<file path="src/mag_pkg.sv">
`default_nettype none
package mag_pkg;
  // Switch ports with their own maintenance alarms
  localparam int NUM_PORTS = 2;

  // Clock and derived timing
  localparam int CLK_HZ = 25_000_000;
  localparam int CLEAR_TIME_MS = 1000;
  localparam int CLEAR_CYCLES = CLK_HZ / 1000 * CLEAR_TIME_MS;
  localparam int SYNC_TIMEOUT_US = 1000;
  localparam int SYNC_TIMEOUT_CYCLES = CLK_HZ / 1_000_000 * SYNC_TIMEOUT_US;
  localparam int RATE_WINDOW_MS = 1000;
  localparam int RATE_WINDOW_CYCLES = CLK_HZ / 1000 * RATE_WINDOW_MS;

  // Counter widths
  localparam int CNT_W = 26;
  localparam int REJ_W = 4;
  localparam int PCNT_W = 6;
  localparam int INFO_W = 8;
  localparam int DET_W = 16;

  typedef logic [CNT_W-1:0] mag_cnt_t;

  // Frame rejection thresholds
  localparam logic [REJ_W-1:0] REJ_LEVEL1 = 4'h3;
  localparam logic [REJ_W-1:0] REJ_LEVEL2 = 4'hA;
  localparam logic [REJ_W-1:0] REJ_RESET = 4'h0;

  // Process interrupts accepted per rate window
  localparam logic [PCNT_W-1:0] PROC_MAX_PER_WIN = 6'h32;

  // Interrupt classes
  typedef enum logic [1:0] {
    CLS_DIAG = 2'h0,
    CLS_PROC = 2'h1,
    CLS_INSREM = 2'h2,
    CLS_MAINT = 2'h3
  } mag_class_t;

  // Start information bit positions
  localparam int INFO_INCOMING = 7;
  localparam int INFO_LEVEL2 = 6;
  localparam int INFO_SYNC = 5;
  localparam int INFO_PORT_LSB = 0;
endpackage
`default_nettype wire

</file>
<file path="src/mag_link_if.sv">
`timescale 1ns/1ps
`default_nettype none
interface mag_link_if;
  logic irq_valid;
  logic irq_ready;
  mag_pkg::mag_class_t irq_class;
  logic [mag_pkg::INFO_W-1:0] irq_info;
  logic det_req;
  logic det_valid;
  logic [mag_pkg::DET_W-1:0] det_data;

  modport device (
    output irq_valid,
    output irq_class,
    output irq_info,
    output det_valid,
    output det_data,
    input irq_ready,
    input det_req
  );

  modport controller (
    input irq_valid,
    input irq_class,
    input irq_info,
    input det_valid,
    input det_data,
    output irq_ready,
    output det_req
  );
endinterface
`default_nettype wire

</file>
<file path="src/mag_device.sv">
// Contract
// - Three rejected frames raise maintenance-required alarm
// - Ten rejected frames raise maintenance-demanded alarm
// - Rejection alarms self-clear one second after raise
// - Sync frame timeout raises sync-loss alarm
// - Excess sync jitter raises sync-loss alarm
// - Slave resynchronization reports jitter out of limits
// - Rejection alarms per port, required versus demanded
// - Four interrupt classes toward the controller
// - Diagnostic interrupt per event when enabled
// - Controller runs diagnostic handler with start info
// - Controller runs process handler with start info
// - Controller runs insert/remove handler with start info
// - Controller may read interrupt detail in handler
// - Process interrupts beyond fifty per second dropped
// - Maintenance interrupts flag network parts to check
`timescale 1ns/1ps
`default_nettype none
module mag_device #(
  parameter int CLEAR_CYCLES = mag_pkg::CLEAR_CYCLES,
  parameter int SYNC_TIMEOUT_CYCLES = mag_pkg::SYNC_TIMEOUT_CYCLES,
  parameter int RATE_WINDOW_CYCLES = mag_pkg::RATE_WINDOW_CYCLES
) (
  // Clock and reset
  input wire logic core_clk,
  input wire logic rstn,
  // Link to the controller
  mag_link_if.device link,
  // Switch frame rejections, one pulse per discarded frame
  input wire logic [mag_pkg::NUM_PORTS-1:0] rej_pulse,
  // Clock synchronization monitor
  input wire logic sync_monitor_en,
  input wire logic sync_frame,
  input wire logic [7:0] sync_jitter,
  input wire logic [7:0] jitter_limit,
  input wire logic resync,
  // Diagnostic events
  input wire logic diag_irq_en,
  input wire logic diag_event,
  input wire logic diag_incoming,
  input wire logic [7:0] diag_code,
  // Process events
  input wire logic proc_event,
  input wire logic [7:0] proc_code,
  // Module insert/remove events
  input wire logic insrem_event,
  input wire logic insrem_inserted,
  input wire logic [7:0] insrem_slot,
  // Status
  output logic [mag_pkg::NUM_PORTS-1:0] maint_required,
  output logic [mag_pkg::NUM_PORTS-1:0] maint_demanded,
  output logic sync_lost,
  output logic proc_irq_lost
);
  localparam int NP = mag_pkg::NUM_PORTS;
  localparam int IW = mag_pkg::INFO_W;

  typedef struct packed {
    logic [NP-1:0][mag_pkg::REJ_W-1:0] rej_cnt;
    logic [NP-1:0] alarm_req;
    logic [NP-1:0] alarm_dem;
    logic [NP-1:0][mag_pkg::CNT_W-1:0] clr_cnt;
    logic sync_loss;
    logic [mag_pkg::CNT_W-1:0] sync_cnt;
    logic [3:0] pend;
    logic [3:0][IW-1:0] pinfo;
    logic [3:0][7:0] pdet;
    logic [mag_pkg::CNT_W-1:0] win_cnt;
    logic [mag_pkg::PCNT_W-1:0] proc_cnt;
    logic proc_lost;
    logic irq_valid;
    logic [1:0] irq_class;
    logic [IW-1:0] irq_info;
    logic [7:0] irq_det;
    logic [IW-1:0] taken_info;
    logic [7:0] taken_det;
    logic det_valid;
    logic [mag_pkg::DET_W-1:0] det_data;
  } mag_dev_state_t;

  mag_dev_state_t st;
  mag_dev_state_t next_st;

  logic [mag_pkg::REJ_W-1:0] new_cnt;
  logic jit_evt;
  logic sync_timeout;
  logic [IW-1:0] minfo;

  always_comb begin
    next_st = st;
    new_cnt = '0;
    minfo = '0;
    next_st.proc_lost = 1'b0;
    next_st.det_valid = 1'b0;

    // Interrupt delivery; runs first so new events win over the clear
    if (st.irq_valid && link.irq_ready) begin
      next_st.irq_valid = 1'b0;
      // Detail reads answer for the interrupt taken, not a newer one
      next_st.taken_info = st.irq_info;
      next_st.taken_det = st.irq_det;
    end else if (!st.irq_valid) begin
      for (int c = 3; c >= 0; c--) begin
        if (st.pend[c]) begin
          next_st.irq_valid = 1'b1;
          next_st.irq_class = 2'(c);
          next_st.irq_info = st.pinfo[c];
          next_st.irq_det = st.pdet[c];
        end
      end
      for (int c = 3; c >= 0; c--) begin
        if (st.pend[c] && (next_st.irq_class == 2'(c))) begin
          next_st.pend[c] = 1'b0;
        end
      end
    end

    if (link.det_req) begin
      next_st.det_valid = 1'b1;
      next_st.det_data = {st.taken_info, st.taken_det};
    end

    // Frame rejection alarms per port
    for (int p = 0; p < NP; p++) begin
      minfo = '0;
      minfo[mag_pkg::INFO_PORT_LSB +: 4] = 4'(p);
      if (st.alarm_req[p] || st.alarm_dem[p]) begin
        if (st.clr_cnt[p] == mag_pkg::mag_cnt_t'(CLEAR_CYCLES - 1)) begin
          next_st.alarm_req[p] = 1'b0;
          next_st.alarm_dem[p] = 1'b0;
          next_st.clr_cnt[p] = '0;
          next_st.rej_cnt[p] = mag_pkg::REJ_RESET;
          next_st.pend[mag_pkg::CLS_MAINT] = 1'b1;
          next_st.pinfo[mag_pkg::CLS_MAINT] = minfo;
          next_st.pdet[mag_pkg::CLS_MAINT] = 8'(st.rej_cnt[p]);
        end else begin
          next_st.clr_cnt[p] = st.clr_cnt[p] + mag_pkg::mag_cnt_t'(1);
        end
      end
      if (rej_pulse[p] && (next_st.rej_cnt[p] != mag_pkg::REJ_LEVEL2)) begin
        new_cnt = next_st.rej_cnt[p] + 4'h1;
        next_st.rej_cnt[p] = new_cnt;
        minfo[mag_pkg::INFO_INCOMING] = 1'b1;
        if ((new_cnt == mag_pkg::REJ_LEVEL1) && !next_st.alarm_req[p]) begin
          next_st.alarm_req[p] = 1'b1;
          next_st.clr_cnt[p] = '0;
          next_st.pend[mag_pkg::CLS_MAINT] = 1'b1;
          next_st.pinfo[mag_pkg::CLS_MAINT] = minfo;
          next_st.pdet[mag_pkg::CLS_MAINT] = 8'(new_cnt);
        end
        if (new_cnt == mag_pkg::REJ_LEVEL2) begin
          next_st.alarm_dem[p] = 1'b1;
          next_st.clr_cnt[p] = '0;
          minfo[mag_pkg::INFO_LEVEL2] = 1'b1;
          next_st.pend[mag_pkg::CLS_MAINT] = 1'b1;
          next_st.pinfo[mag_pkg::CLS_MAINT] = minfo;
          next_st.pdet[mag_pkg::CLS_MAINT] = 8'(new_cnt);
        end
      end
    end

    jit_evt = (sync_frame && (sync_jitter > jitter_limit)) || resync;
    sync_timeout = sync_monitor_en && !sync_frame &&
                   (st.sync_cnt == mag_pkg::mag_cnt_t'(SYNC_TIMEOUT_CYCLES - 1));
    if (!sync_monitor_en || sync_frame || sync_timeout) begin
      next_st.sync_cnt = '0;
    end else begin
      next_st.sync_cnt = st.sync_cnt + mag_pkg::mag_cnt_t'(1);
    end
    minfo = '0;
    minfo[mag_pkg::INFO_SYNC] = 1'b1;
    if ((sync_timeout || jit_evt) && !st.sync_loss) begin
      next_st.sync_loss = 1'b1;
      minfo[mag_pkg::INFO_INCOMING] = 1'b1;
      next_st.pend[mag_pkg::CLS_MAINT] = 1'b1;
      next_st.pinfo[mag_pkg::CLS_MAINT] = minfo;
      next_st.pdet[mag_pkg::CLS_MAINT] = {7'h00, jit_evt};
    end else if (sync_frame && !jit_evt && st.sync_loss) begin
      next_st.sync_loss = 1'b0;
      next_st.pend[mag_pkg::CLS_MAINT] = 1'b1;
      next_st.pinfo[mag_pkg::CLS_MAINT] = minfo;
      next_st.pdet[mag_pkg::CLS_MAINT] = 8'h00;
    end

    if (diag_event && diag_irq_en) begin
      next_st.pend[mag_pkg::CLS_DIAG] = 1'b1;
      next_st.pinfo[mag_pkg::CLS_DIAG] = {diag_incoming, 7'h00};
      next_st.pdet[mag_pkg::CLS_DIAG] = diag_code;
    end

    if (insrem_event) begin
      next_st.pend[mag_pkg::CLS_INSREM] = 1'b1;
      next_st.pinfo[mag_pkg::CLS_INSREM] = {insrem_inserted, 7'h00};
      next_st.pdet[mag_pkg::CLS_INSREM] = insrem_slot;
    end

    if (st.win_cnt == mag_pkg::mag_cnt_t'(RATE_WINDOW_CYCLES - 1)) begin
      next_st.win_cnt = '0;
      next_st.proc_cnt = '0;
    end else begin
      next_st.win_cnt = st.win_cnt + mag_pkg::mag_cnt_t'(1);
    end
    if (proc_event) begin
      if ((next_st.proc_cnt == mag_pkg::PROC_MAX_PER_WIN) || next_st.pend[mag_pkg::CLS_PROC]) begin
        next_st.proc_lost = 1'b1;
      end else begin
        next_st.proc_cnt = next_st.proc_cnt + 6'h01;
        next_st.pend[mag_pkg::CLS_PROC] = 1'b1;
        next_st.pinfo[mag_pkg::CLS_PROC] = 8'h00;
        next_st.pdet[mag_pkg::CLS_PROC] = proc_code;
      end
    end
  end

  always_ff @(posedge core_clk) begin
    if (!rstn) begin
      st <= '0;
    end else begin
      st <= next_st;
    end
  end

  assign maint_required = st.alarm_req;
  assign maint_demanded = st.alarm_dem;
  assign sync_lost = st.sync_loss;
  assign proc_irq_lost = st.proc_lost;
  assign link.irq_valid = st.irq_valid;
  assign link.irq_class = mag_pkg::mag_class_t'(st.irq_class);
  assign link.irq_info = st.irq_info;
  assign link.det_valid = st.det_valid;
  assign link.det_data = st.det_data;
endmodule
`default_nettype wire

</file>
<file path="src/flat_wrapper.sv">
// flat-port wrapper written by rule: the top's interface ports become plain ports
module mag_device_flat 
#(
  parameter int CLEAR_CYCLES = mag_pkg::CLEAR_CYCLES,
  parameter int SYNC_TIMEOUT_CYCLES = mag_pkg::SYNC_TIMEOUT_CYCLES,
  parameter int RATE_WINDOW_CYCLES = mag_pkg::RATE_WINDOW_CYCLES
)
  (core_clk, rstn, rej_pulse, sync_monitor_en, sync_frame, sync_jitter, jitter_limit, resync, diag_irq_en, diag_event, diag_incoming, diag_code, proc_event, proc_code, insrem_event, insrem_inserted, insrem_slot, maint_required, maint_demanded, sync_lost, proc_irq_lost, link_irq_valid, link_irq_class, link_irq_info, link_det_valid, link_det_data, link_irq_ready, link_det_req);
  mag_link_if link_i ();
  input wire logic core_clk;
  input wire logic rstn;
  input wire logic [mag_pkg::NUM_PORTS-1:0] rej_pulse;
  input wire logic sync_monitor_en;
  input wire logic sync_frame;
  input wire logic [7:0] sync_jitter;
  input wire logic [7:0] jitter_limit;
  input wire logic resync;
  input wire logic diag_irq_en;
  input wire logic diag_event;
  input wire logic diag_incoming;
  input wire logic [7:0] diag_code;
  input wire logic proc_event;
  input wire logic [7:0] proc_code;
  input wire logic insrem_event;
  input wire logic insrem_inserted;
  input wire logic [7:0] insrem_slot;
  output logic [mag_pkg::NUM_PORTS-1:0] maint_required;
  output logic [mag_pkg::NUM_PORTS-1:0] maint_demanded;
  output logic sync_lost;
  output logic proc_irq_lost;
  output wire logic [$bits(link_i.irq_valid)-1:0] link_irq_valid;
  output wire logic [$bits(link_i.irq_class)-1:0] link_irq_class;
  output wire logic [$bits(link_i.irq_info)-1:0] link_irq_info;
  output wire logic [$bits(link_i.det_valid)-1:0] link_det_valid;
  output wire logic [$bits(link_i.det_data)-1:0] link_det_data;
  input wire logic [$bits(link_i.irq_ready)-1:0] link_irq_ready;
  input wire logic [$bits(link_i.det_req)-1:0] link_det_req;
  assign link_irq_valid = link_i.irq_valid;
  assign link_irq_class = link_i.irq_class;
  assign link_irq_info = link_i.irq_info;
  assign link_det_valid = link_i.det_valid;
  assign link_det_data = link_i.det_data;
  assign link_i.irq_ready = link_irq_ready;
  assign link_i.det_req = link_det_req;
  mag_device #(.CLEAR_CYCLES(CLEAR_CYCLES), .SYNC_TIMEOUT_CYCLES(SYNC_TIMEOUT_CYCLES), .RATE_WINDOW_CYCLES(RATE_WINDOW_CYCLES)) u_core (.core_clk(core_clk), .rstn(rstn), .link(link_i), .rej_pulse(rej_pulse), .sync_monitor_en(sync_monitor_en), .sync_frame(sync_frame), .sync_jitter(sync_jitter), .jitter_limit(jitter_limit), .resync(resync), .diag_irq_en(diag_irq_en), .diag_event(diag_event), .diag_incoming(diag_incoming), .diag_code(diag_code), .proc_event(proc_event), .proc_code(proc_code), .insrem_event(insrem_event), .insrem_inserted(insrem_inserted), .insrem_slot(insrem_slot), .maint_required(maint_required), .maint_demanded(maint_demanded), .sync_lost(sync_lost), .proc_irq_lost(proc_irq_lost));
endmodule
</file>
<file path="config.mk">
export PLATFORM = sky130hd
export DESIGN_NAME = mag_device_flat
export DESIGN_NICKNAME = d
export VERILOG_FILES = /design/src/mag_pkg.sv /design/src/mag_link_if.sv /design/src/mag_device.sv /design/src/flat_wrapper.sv
export SDC_FILE = /design/constraint.sdc
export NUM_CORES = 1
export LEC_CHECK = 0
export ABC_AREA = 1
export BUFFER_PORTS_ARGS = -buffer_cell sky130_fd_sc_hd__buf_2
export CORE_ASPECT_RATIO = 2
export CORE_MARGIN = 1.5
export CORE_UTILIZATION = 39
export CTS_CLUSTER_DIAMETER = 40
export DETAILED_ROUTE_END_ITERATION = 10
export SETUP_SLACK_MARGIN = 0.02
export SLEW_MARGIN = 20
export SYNTH_ARGS = -nofsm -noshare
export SYNTH_HDL_FRONTEND = slang
export SYNTH_SLANG_ARGS = --single-unit
export TNS_END_PERCENT = 20
</file>
<file path="constraint.sdc">
create_clock -name core_clk -period 3.9 [get_ports core_clk]
set_input_delay 0.585 -clock core_clk [delete_from_list [all_inputs] [get_ports core_clk]]
set_output_delay 0.585 -clock core_clk [all_outputs]
set_load 0.1 [all_outputs]
</file>
## Word level (Yosys, flattened, before mapping)

Cells that the tools add are included.

| operators by class | value |
|---|---|
| reduce and logical (&&, ||, !) cells | 44 |
| mux-type cells | 92 |
| eq/ne operators | 18 |
| bitwise gates (word level) | 4 |
| order comparisons | 1 |
| add/subtract/negate cells | 7 |

Operators by type and width:

| cell | count |
|---|---|
| 26-bit 2-to-1 mux | 10 |
| 8-bit 2-to-1 mux | 22 |
| 19-bit 2-to-1 mux | 7 |
| 26-bit by 1-bit adder with 26-bit output (second input constant) | 4 |
| 26-bit by 25-bit == test with 1-bit output (second input constant) | 3 |
| 1-bit 2-to-1 mux | 41 |
| 4-bit 2-to-1 mux | 8 |
| 26-bit by 15-bit == test with 1-bit output (second input constant) | 1 |
| 17-bit 2-to-1 mux | 1 |
| 1-bit logical AND | 16 |
| 6-bit 2-to-1 mux | 2 |
| 3-bit AND reduction | 3 |
| 4-bit by 1-bit adder with 4-bit output (second input constant) | 2 |
| 4-bit by 2-bit == test with 1-bit output (second input constant) | 2 |
| 4-bit == test (second input constant) | 2 |
| 8-bit > comparator | 1 |
| 2-bit inequality test (second input constant) | 4 |
| 4-bit inequality test (second input constant) | 2 |
| 1-bit logical OR | 7 |
| 7-bit 2-to-1 mux | 1 |
| 6-bit by 1-bit adder with 6-bit output (second input constant) | 1 |
| 6-bit == test (second input constant) | 1 |
| 1-bit zero test | 6 |
| 2-bit AND reduction | 3 |
| other kinds (8) | 16 |

| word-level totals | value |
|---|---|
| output and inout port bits | 34 |
| bits of input ports | 55 |
| register bits | 222 |

## Longest topological paths before layout

Gate-level depths: netlist of run 1.

| logic depth | value |
|---|---|
| depth after elaboration | 23 |
| depth in mapped cells | 22 |
| mapped depth without buffers | 21 |

## Least setup slack after synthesis of run 1

OpenSTA, ideal clock, no wires.

| path | value |
|---|---|
| path kind | register to register |
| from | register u_core.st[206] (netlist name) |
| to | register u_core.st[217] (netlist name) |
| cell stages (with the launch flop) | 21 |
| setup slack | 1.089 ns |
| data required time | 3.783 ns |
| arrival time | 2.694 ns |
| cells stage by stage | dfxtp_1 > ha_1 > nand2_1 > inv_1 > nand3_1 > nor2_1 > nand3_2 > clkbuf_1 > inv_1 > nor2_1 > inv_1 > ha_1 > nand4_1 > nand2_2 > nor2_2 > nand3_2 > nand2_4 > inv_2 > nand3_4 > buf_4 > nor2_1 |

| between the ends | value |
|---|---|
| word-level cells in the longest chain between the ends | 9 |

RTL lines:

| element | RTL line | source |
|---|---|---|
| start, declared | mag_device.sv:81 | `mag_dev_state_t st;` |
| start signal, assigned | mag_device.sv:219 | `st <= next_st;` |
| 26-bit by 25-bit == test with 1-bit output | mag_device.sv:128 | `if (st.clr_cnt[p] == mag_pkg::mag_cnt_t'(CLEAR_CYCLES - 1)) begin` |
| 4-bit 2-to-1 mux | mag_device.sv:128 |  |
| 4-bit 2-to-1 mux | mag_device.sv:127 | `if (st.alarm_req[p] \|\| st.alarm_dem[p]) begin` |
| 4-bit by 1-bit adder with 4-bit output | mag_device.sv:141 | `new_cnt = next_st.rej_cnt[p] + 4'h1;` |
| 4-bit by 2-bit == test with 1-bit output | mag_device.sv:144 | `if ((new_cnt == mag_pkg::REJ_LEVEL1) && !next_st.alarm_req[p]) begin` |
| 1-bit logical AND | mag_device.sv:144 |  |
| 26-bit 2-to-1 mux | mag_device.sv:144 |  |
| 26-bit 2-to-1 mux | mag_device.sv:151 | `if (new_cnt == mag_pkg::REJ_LEVEL2) begin` |
| 26-bit 2-to-1 mux (*) | mag_device.sv:140 | `if (rej_pulse[p] && (next_st.rej_cnt[p] != mag_pkg::REJ_LEVEL2)) begin` |

Mark *: on every way between the ends. The rest lies on a longest branch, timed or not.
A chain may end at the register's enable or synchronous reset.

## Final worst setup path of run 1

| path | value |
|---|---|
| from | register u_core.st[206] (netlist name) |
| to | register u_core.st[219] (netlist name) |

The elaborated chain is that of the path after synthesis.

==> results of run 1 <==
-- report_power, final --
group | switching [mW] | internal (mW) | leakage (nW) | total [mW]
clock | 0.983 | 1.39 | 0.399 | 2.38
combinational | 0.435 | 0.144 | 2.35 | 0.579
sequential | 0.0676 | 2.35 | 1.81 | 2.42
-- worst max-delay path, cell delays in order, from the launching register on --
cell and delay (ns):
dfxtp_1 0.37, ha_1 0.18, nand2_1 0.09, inv_1 0.06, nand3_1 0.12, nor2_1 0.15, nand3_2 0.30, inv_1 0.20
nor2_1 0.10, inv_1 0.10, ha_1 0.16, nand4_1 0.11, nand2_2 0.18, inv_1 0.09, nand3_2 0.13, nand2_4 0.10
inv_2 0.10, nand3_4 0.26, a211oi_1 0.29
-- state kept, by name (all words and copies together) (netlist names) --
signal / count
u_core.link.det_valid: 1
u_core.st: 188
u_core.link.det_data: 16
u_core.link.irq_info: 8
u_core.link.irq_class: 2
u_core.maint_demanded: 2
u_core.sync_lost: 1
u_core.maint_required: 2
u_core.proc_irq_lost: 1
u_core.link.irq_valid: 1
-- layout make-up --
type | instances | area [um^2] | area share (%)
clock inverter | 13 | 149 | 1.25
multi-input combinational | 966 | 5100 | 42.8
antenna | 1 | 2.50 | 0.0210
timing repair buffer | 93 | 478 | 4.01
inverter | 167 | 627 | 5.26
clock buffer | 29 | 681 | 5.71
sequential | 222 | 4440 | 37.3
tap | 348 | 435 | 3.65
-- cell usage in the layout, fill, tap and decap left out, types with 8 or more instances in the layout --
cell,count
a21oi_1,84
nand4_1,30
xor2_1,30
clkbuf_16,25
inv_1,152
inv_2,10
nand3_1,71
nor3b_1,16
o211ai_1,11
nand2_1,195
xnor2_1,10
nor3_1,35
o21ai_0,82
buf_2,88
a311oi_1,8
nor2_2,18
ha_1,20
nor4_1,14
nor2_1,257
a31oi_1,9
dfxtp_1,222
-- routing by layer --
metal | routed length [um] | up-vias | share of wire, % | global-route usage, %
met5 | 0 | - | 0 | 0
met4 | 1070 | 0 | 4.1 | 9.34
met3 | 661 | 68 | 2.5 | 1.65
met2 | 14600 | 165 | 56 | 38.1
met1 | 9640 | 4238 | 37 | 18.3
li1 | - | 4744 | - | -
-- kinds of logic after synthesis --
| kind of cell | count (synthesis) |
|---|---|
| adder cells (fa/ha/maj) | 20 |
| AND/OR/NAND/NOR | 685 |
| XOR/XNOR | 40 |
| AO/OA/AOI/OAI | 221 |
| buffers and inverters | 234 |
| flip-flops | 222 |
-- path summary, 6_finish.rpt --
path,from,end,slack [ns]
setup / recovery,u_core.st[206],u_core.st[219],0.71
hold / removal,insrem_slot[6],u_core.st[107],0.28
setup reg to reg,u_core.st[206],u_core.st[219],0.71
hold reg to reg,u_core.st[143],u_core.st[143],0.44
-- stage by stage --
| step | std cells | hold WS (ns) | utilization [%] | instance area, um^2 |
|---|---|---|---|---|
| 2_1_floorplan | 1422 | 0.418 | - | 10600 |
| 3_3_place_gp | 1796 | 0.431 | 41.3 | 11100 |
| 3_5_place_dp | 1796 | 0.433 | 41.3 | 11100 |
| 4_1_cts | 1838 | 0.259 | 44.4 | 11900 |
| 5_1_grt | 1839 | 0.267 | 44.5 | 11900 |
| 6_report | 1839 | 0.282 | 44.5 | 11900 |
==> impl_results.md, run 1 <==
- Power Total: 5.38 mW
- Worst slew pin tran: 0.811 ns
- WL per Instance: 14.1 um
- Top FF cell, synth: dfxtp_1
- Top-count cell post-synth: nor2_1
- Crit Path Class: register to register
- Drt drc: 0
- Flip-flop and latch count after synthesis: 222
- Hold path cells: 3
- Post-CTS Setup Bufs: 0
- Mean Syn Cell Area: 7.42 um^2
- All-Layer GR Usage: 18.7%
- Slew margin rel.: 45.8%
- Final Wtd Congestion: roughly 0.89
- Die Y-Extent: 236 um
- Synth-to-Final Area Change: 12.9%
- Critical Path AT: around 3.6 ns
- Final worst slack: 0.714 ns
- Slew Viols, Final: 0
- VDD IR max: 392 uV
- Pre-CTS WS: 0.729 ns
- Required time of the worst setup path: 4.33 ns
- Initial antenna violation count: 1
- Via count: 9215
- CP Launch Type: register
- Synth Area in Compound Gates: 11.8%
- Number of global-route vias before repair: 9311
- Clk Tree Root Cell: clkbuf_16
- Post-CTS sizing: 0
- RSZ-0062 raised after global routing: no
- Seq/Total Area, Yosys: ~42%
- Largest net degree at the start of global routing: between 70 and 80
- Static Leak: 4.55 nW
- Synth warn: 0
- Post-DP HPWL: ~20 mm
- Max Clk Rate: 0.314 GHz
- Synth cell types: 59
- Fin nets: between 1500 and 2000
- DR pass1 iterations: 8
- Initial drt markers: 290
- CORE AREA: 26800 um^2
- Gr ovfl total: 0
- R2r worst-path depth: 18
- Setup Viol. Count Final: 0
- Final TNS setup: 0 ns
- Post-synth top area cell: dfxtp_1
- Post-Synth Simple-Gate Area: 30.8%
- TritonCTS Buffers: 24
- Layout cell share with drive strength beyond 1: 13.9%
- Main combinational cell family by area after synthesis: simple AND/OR/NAND/NOR gates
- Layout Skew: roughly 0.011 ns
- Clock-pin slew on the worst setup and hold paths: about 0.070 ns
- Worst Path Max Fanout: 25
- Post-synthesis mux area share: 0%
- Pwr Density: 451 nW/um^2
- Wire length of the first global-routing pass: 43.2 mm
- H-tree levels: 1
- Clock Path Buffers: 3
- Die area: 28100 um^2
- Fillers: 2796
- Mapped Area: 10600 um^2
- Clock period minus worst slack: 3.19 ns
- Die W: 119 um
- WL final: 26.0 mm
- Clk_lat worst skew: 0.53 ns
- Syn Inst Count: 1422
- Io pins: 89
- Starting Density: 39.4%
- Class of the worst hold path: input pin to register
- Final Hold Viols: 0
- CTS tree: done
- Clock Sinks: approximately 220
- Crit end category: register
- Post-DR vias/cell: about 5
- Status: finished, final reports clean
- Post-Synth Adder-Cell Area: 2.37%
- Post-Syn Nets: roughly 1500
- IO Port Bufs: 88
- EDFF count, synth: 0
- Synth async-reset ratio: 0%
- Post-CTS Hold Fix Bufs: 0
- XOR/XNOR share of the synthesized area: 3.32%
- ANT nets after route: 0
- Top post-synthesis cells by area: dfxtp_1 (42%), nor2_1 (9.1%), nand2_1 (6.9%)
- Top cells by count, synth: nor2_1 (257), dfxtp_1 (222), nand2_1 (195), inv_1 (152), a21oi_1 (84)
- Area share of the largest cell type after synthesis: 42.1%
- Period utilization: 81.7%
- Cell row count: 85
- Max-cap violation count: 0
Power figures use the tool's default switching activity.
==> inputs of run 2 (changes only) <==
==> constraint.sdc (replaced) <==
create_clock -name core_clk -period 2.7 [get_ports core_clk]
set_input_delay 0.405 -clock core_clk [delete_from_list [all_inputs] [get_ports core_clk]]
set_output_delay 0.405 -clock core_clk [all_outputs]
set_load 0.1 [all_outputs]
==> impl_results.md, run 2 (synthesis gave the netlist of run 1 again) <==
- Max Clk Rate: 0.397 GHz (+26%)
- Multi-input gate area: 5160 um^2 (+1.3%)
- RSZ-0062 raised after global routing: yes
- Required time of the worst setup path: 3.16 ns (-1.17 ns)
- Most frequent cells in the layout: nor2_1 (252), dfxtp_1 (217), nand2_1 (194), inv_1 (149), buf_2 (88)
- Starting Density: 39.4% (unchanged)
- Grt met3 use: 2.16% (+0.51 points)
- Class of the worst hold path: input pin to register
- TritonCTS Buffers: 22 (-8.3%)
- Crit end category: register
- Static Leak: 4.69 nW (+2.9%)
- Die Y-Extent: 236 um (unchanged)
- Clock-pin slew on the worst setup and hold paths: 0.06 ns (about the same)
- Clock Sinks: 222 (unchanged)
- Layout cell share with drive strength beyond 1: 16.8% (+2.9 points)
- Die area: 28100 um^2 (unchanged)
- Pwr Density: 621 nW/um^2 (+38%)
- All-Layer GR Usage: 18.6% (-0.14 points)
- Min Hold Slack: 0.100 ns (-0.182 ns)
- Initial antenna violation count: 1 (unchanged)
- Commonest non-fill, non-tap cell in the layout: nor2_1
- Largest net degree at the start of global routing: 76 (+1.3%)
- Initial drt markers: 341 (+18%)
- Post-DR vias/cell: 4.97 (-0.90%)
- Crit Path Class: register to register
- Fin nets: 1581 (+2.1%)
- Critical Path AT: 2.98 ns (-0.64 ns)
- CORE AREA: 26800 um^2 (unchanged)
- Gr ovfl total: 0 (unchanged)
- WL per Instance: 13.9 um (-1.5%)
- Clock period minus worst slack: 2.52 ns (-0.665 ns)
- Placed cell count: 1819 (+1.3%)
- Clock Path Buffers: 3 (unchanged)
- Final Hold Viols: 0 (unchanged)
- CP Launch Type: register
- Wire length of the first global-routing pass: 43.0 mm (-0.46%)
- CTS tree: done
- ANT nets after route: 0 (unchanged)
- Synth-to-Final Area Change: 15.5%
- Status: finished, final reports clean
- Cell area after layout: 12200 um^2 (+2.3%)
- Setup Viol. Count Final: 0 (unchanged)
- Sequential Area: 4450 um^2 (+0.14%)
- Layout Cells excl Fill: 1870 (+1.7%)
- Cell row count: 85 (unchanged)
- Worst Path Max Fanout: 8 (-68%)
- Worst slew pin tran: 0.601 ns (-0.210 ns)
- Most Crowded Layer GR: met2
- Clk_lat worst skew: 0.52 ns (about the same)
- IO Port Bufs: 88 (unchanged)
- Final TNS setup: 0 ns (unchanged)
- Register with the most flip-flops: u_core.st
- Max-cap violation count: 0 (unchanged)
- Io pins: 89 (unchanged)
- Via count: 9286 (+0.77%)
- Post-DP HPWL: 19.4 mm (-0.58%)
- Die W: 119 um (unchanged)
- Number of global-route vias before repair: 9415 (+1.1%)
- Drt drc: 0 (unchanged)
- Post-DP Area: 11300 um^2 (+1.8%)
- Post-CTS Hold Fix Bufs: 0 (unchanged)
- H-tree levels: 1 (unchanged)
- Fillers: 2778 (-0.64%)
- Layout Skew: 0.0112 ns (-0.0000788 ns)
- Clk Tree Root Cell: clkbuf_16
- Slew margin rel.: 59.9% (+14 points)
- Slew Viols, Final: 0 (unchanged)
- Period utilization: 93.4% (+12 points)
- Met2 global-route usage: 38.9% (+0.86 points)
- Final Wtd Congestion: 0.881 (-0.62%)
- DR pass1 iterations: 6 (-2)
- WL final: 26.0 mm (+0.14%)
- VDD IR max: 510 uV (+30%)
- Number of flip-flops in the largest register: 188 (unchanged)
- Met1 GRT Util: 17.2% (-1.0 points)
==> run 2: cell count changes in the layout (fill, tap and decap cells not counted), sizes merged <==
cell    delta
inv        -1
clkinv     +1
buf       +33
nand3      +1
clkbuf     -3
==> run 2: cell type report <==
class	instances	area share, %
antenna	1	0.0205
clock buffer	26	4.98
clock inverter	13	1.17
inverter	167	5.14
multi-input combinational	967	42.4
sequential	222	36.5
tap	348	3.57
timing repair buffer	126	6.25
==> run 2: path summary, 6_finish.rpt <==
kind / from / slack [ns] / depth (start not counted) / endpoint
hold reg to reg: u_core.st[143] / 0.44 / 2 / u_core.st[143]
hold / removal: insrem_slot[6] / 0.10 / 3 / u_core.st[107]
setup / recovery: u_core.st[187] / 0.18 / 15 / u_core.st[143]
setup reg to reg: u_core.st[187] / 0.18 / 15 / u_core.st[143]
==> run 2: power breakdown <==
part / leakage, nW / total (mW) / switching, mW / internal [mW]
registers: 1.81 / 3.50 / 0.0976 / 3.40
clock network: 0.359 / 3.19 / 1.37 / 1.82
logic: 2.52 / 0.880 / 0.641 / 0.240
==> run 2: layer usage <==
metal,up-vias,share of wire [%]
met4,0,3.9
met5,-,0
met2,143,57
met3,72,2.7
li1,4796,-
met1,4275,36
==> run 2: critical path, cell delays in order (launching register included) <==
cell      delay [ns]
dfxtp_1         0.34
nor2_1          0.22
nand3_1         0.11
nor2_1          0.19
nand3_4         0.12
nand2_1         0.12
inv_1           0.07
ha_1            0.19
nand3b_1        0.17
nand2_2         0.10
nor2_4          0.06
nand3_4         0.13
nand2_8         0.09
nor3_4          0.28
nand2_4         0.15
nor2_2          0.13
==> run 2: stage by stage <==
stage	util, %	worst slack, ns	power (mW)
after detailed placement	42.1	0.0301	4.44
final	45.5	0.179	7.57
after global placement	42.1	0.0875	4.43
after CTS	44.9	0.0188	7.64
after global routing	45.5	-0.00237	7.87
after floorplan	-	0.0445	4.24
==> run 2: timing repair <==
item / in CTS / in global routing
gates cloned: 0 / 1
gates resized for setup: 1 / 24
buffers inserted: 1 / 9
pin swaps: 2 / 15
endpoints found under the setup margin: 10 / 82
endpoints found under the hold margin: 0 / 0
==> inputs of run 3 (changes only) <==
--- a/config.mk
+++ b/config.mk
@@ -9,7 +9,8 @@
 export BUFFER_PORTS_ARGS = -buffer_cell sky130_fd_sc_hd__buf_2
 export CORE_ASPECT_RATIO = 2
 export CORE_MARGIN = 1.5
-export CORE_UTILIZATION = 39
+export CORE_UTILIZATION = 35
+export CTS_BUF_LIST = sky130_fd_sc_hd__clkbuf_16
 export CTS_CLUSTER_DIAMETER = 40
 export DETAILED_ROUTE_END_ITERATION = 10
 export SETUP_SLACK_MARGIN = 0.02
==> impl_results.md, run 3 (synthesis gave the netlist of run 1 again) <==
- IO Port Bufs: 88 (unchanged)
- Post-DP HPWL: 20.6 mm (+5.7%)
- Slowest-stage cell, CP: dfxtp_2
- Clk Tree Root Cell: clkbuf_16
- Antenna Cells: 0 (-1)
- WL per Instance: 14.5 um (+4.0%)
- Most Crowded Layer GR: met2
- Grt met3 use: 1.85% (-0.31 points)
- Status: finished, final reports clean
- VDD IR max: 583 uV (+14%)
- RR Startpoint: u_core.st[206]
- Fillers: 3080 (+11%)
- Period utilization: 92.2% (-1.1 points)
- TritonCTS Buffers: 24 (+9.1%)
- WP buf/inv: 3 (+2)
- CP Launch Type: register
- CORE AREA: 29600 um^2 (+11%)
- Io pins: 89 (unchanged)
- Sw frac: 29.0% (+1.2 points)
- Worst Path Max Fanout: 8 (unchanged)
- Worst r2r dst: u_core.st[115]
- Gr ovfl total: 0 (unchanged)
- Commonest non-fill, non-tap cell in the layout: nor2_1
- Max Clk Rate: 0.402 GHz (+1.2%)
- Cell row count: 89 (+4.7%)
- Register with the most flip-flops: u_core.st
- Clock period minus worst slack: 2.49 ns (-0.0310 ns)
- Wire length of the first global-routing pass: 44.3 mm (+3.1%)
- Final Wtd Congestion: 0.894 (+1.5%)
- Die W: 126 um (+5.4%)
- H-tree levels: 1 (unchanged)
- Slew margin rel.: 59.6% (-0.28 points)
- Clk_lat worst skew: 0.55 ns (+0.03 ns)
- Most frequent cells in the layout: nor2_1 (253), dfxtp_1 (216), nand2_1 (193), inv_1 (152), buf_2 (88)
- RSZ-0062 raised after global routing: yes
- Synth-to-Final Area Change: 16.9%
- R2r worst-path depth: 17 (+2)
- Pint: 5.52 mW (+1.1%)
- Number of flip-flops in the largest register: 188 (unchanged)
- CP Cell Sequence: ha_1 > nand2_1 > inv_1 > nand3_1 > nor2_1 > nand3_2 > inv_2 > nor2_1 > ha_2 > nand4_1 > nand2_2 > inv_1 > nand3_4 > nand2_8 > nor3_4 > nand2_4 > nor2_2
- Worst slew pin tran: 0.605 ns (+0.00425 ns)
- Initial drt markers: 361 (+5.9%)
- Largest net degree at the start of global routing: 66 (-13%)
- Sequential power share: 45.0% (-1.2 points)
- R2R Setup Slk: 0.21 ns (+0.03 ns)
- Starting Density: 35.6% (-3.7 points)
- Sequential Area: 4450 um^2 (about the same)
- Hold EP: u_core.st[108]
- CTS tree: done
- Clock power share: 43.6% (+1.5 points)
- Met2 global-route usage: 36.2% (-2.8 points)
- DR pass1 iterations: 7 (+1)
- WL final: 27.4 mm (+5.2%)
- Source of the worst hold timing path: insrem_slot[7]
- Class of the worst hold path: input pin to register
- Via count: 9417 (+1.4%)
- Clock Sinks: 222 (unchanged)
- Number of global-route vias before repair: 9459 (+0.47%)
- Die Y-Extent: 249 um (+5.5%)
- Final TNS setup: 0 ns (unchanged)
- Power Total: 7.78 mW (+2.8%)
- Met1 GRT Util: 15.6% (-1.6 points)
- Delay-heaviest family, CP: simple AND/OR/NAND/NOR gates
- All-Layer GR Usage: 17.3% (-1.3 points)
- Clock-pin slew on the worst setup and hold paths: 0.07 ns (about the same)
- Final Hold Viols: 0 (unchanged)
- Fin nets: 1585 (+0.25%)
- Multi-input gate area: 5220 um^2 (+1.1%)
- Die area: 31300 um^2 (+11%)
- Drt drc: 0 (unchanged)
- Layout cell share with drive strength beyond 1: 17.3% (+0.45 points)
- Required time of the worst setup path: 3.19 ns (+0.03 ns)
- Layout Skew: 0.0245 ns (+0.0133 ns)
- Hold path cells: 3 (unchanged)
- Max-cap violation count: 0 (unchanged)
- Clock Path Buffers: 3 (unchanged)
- NetSw: 2.26 mW (+7.2%)
- Crit Path Class: register to register
- Static Leak: 4.76 nW (+1.5%)
- Post-CTS Hold Fix Bufs: 0 (unchanged)
- Slew Viols, Final: 0 (unchanged)
- Combinational Power Share: 11.4% (-0.2 points)
- Crit path largest cell delay: 0.33 ns (about the same)
- Pwr Density: 631 nW/um^2 (+1.5%)
- Post-DR vias/cell: 4.98 (+0.23%)
- Critical Path AT: 2.98 ns (about the same)
- Initial antenna violation count: 0 (-1)
- ANT nets after route: 0 (unchanged)
- Setup Viol. Count Final: 0 (unchanged)
- Crit end category: register
-- run 3: stage by stage --
stage	cells	util, %	hold WS [ns]	area, um^2	setup WS (ns)
detailed placement	1842	38.3	0.430	11300	-0.00501
CTS	1886	41.1	0.0695	12200	0.00463
global route	1892	41.6	0.0779	12300	-0.0138
global placement	1842	38.3	0.432	11300	0.103
finish	1892	41.6	0.0936	12300	0.210
floorplan	1422	-	0.418	10600	0.0445
-- run 3: timing repair --
action	in CTS	in global routing
buffers inserted	0	4
resized for setup	3	29
gates cloned	0	2
pin swaps	0	13
setup endpoints to repair	4	75
-- run 3: cell type report --
type,instances,share of cell area (%)
inverter,167,5.14
tap,364,3.69
multi-input combinational,968,42.3
sequential,222,36.1
timing repair buffer,127,6.08
clock buffer,24,4.87
clock inverter,20,1.80
-- run 3: metal layers --
| metal | vias up | wire (um) | share of wire (%) |
|---|---|---|---|
| li1 | 4812 | - | - |
| met3 | 67 | 825 | 3.0 |
| met2 | 192 | 15800 | 58 |
| met1 | 4346 | 9570 | 35 |
| met5 | - | 0 | 0 |
| met4 | 0 | 1230 | 4.5 |
-- run 3: worst register-to-register path, stage by stage, from the launching register on --
cell and delay [ns]:
dfxtp_2 0.33, ha_1 0.20, nand2_1 0.10, inv_1 0.05, nand3_1 0.10, nor2_1 0.06
nand3_2 0.09, inv_2 0.06, nor2_1 0.18, ha_2 0.23, nand4_1 0.11, nand2_2 0.11
inv_1 0.08, nand3_4 0.11, nand2_8 0.09, nor3_4 0.27, nand2_4 0.15, nor2_2 0.11
-- run 3: worst max-delay path by stage --
stage,from,to,slack [ns],cells past startpoint
after CTS,u_core.st[206],u_core.st[212],0.005,18
after global placement,u_core.st[206],u_core.st[219],0.10,18
after detailed placement,u_core.st[206],u_core.st[222],-0.005,18
final,u_core.st[206],u_core.st[115],0.21,17
after global routing,u_core.st[206],u_core.st[115],-0.01,17
after floorplan,u_core.st[180],u_core.st[109],0.04,22
-- run 3: power groups by stage --
stage,sequential (mW),combinational (mW),clock [mW]
2_1_floorplan,3.56,0.679,0
3_3_place_gp,3.57,0.866,0
3_5_place_dp,3.57,0.874,0
4_1_cts,3.50,0.879,3.47
5_1_grt,3.51,0.976,3.60
6_report,3.50,0.890,3.39
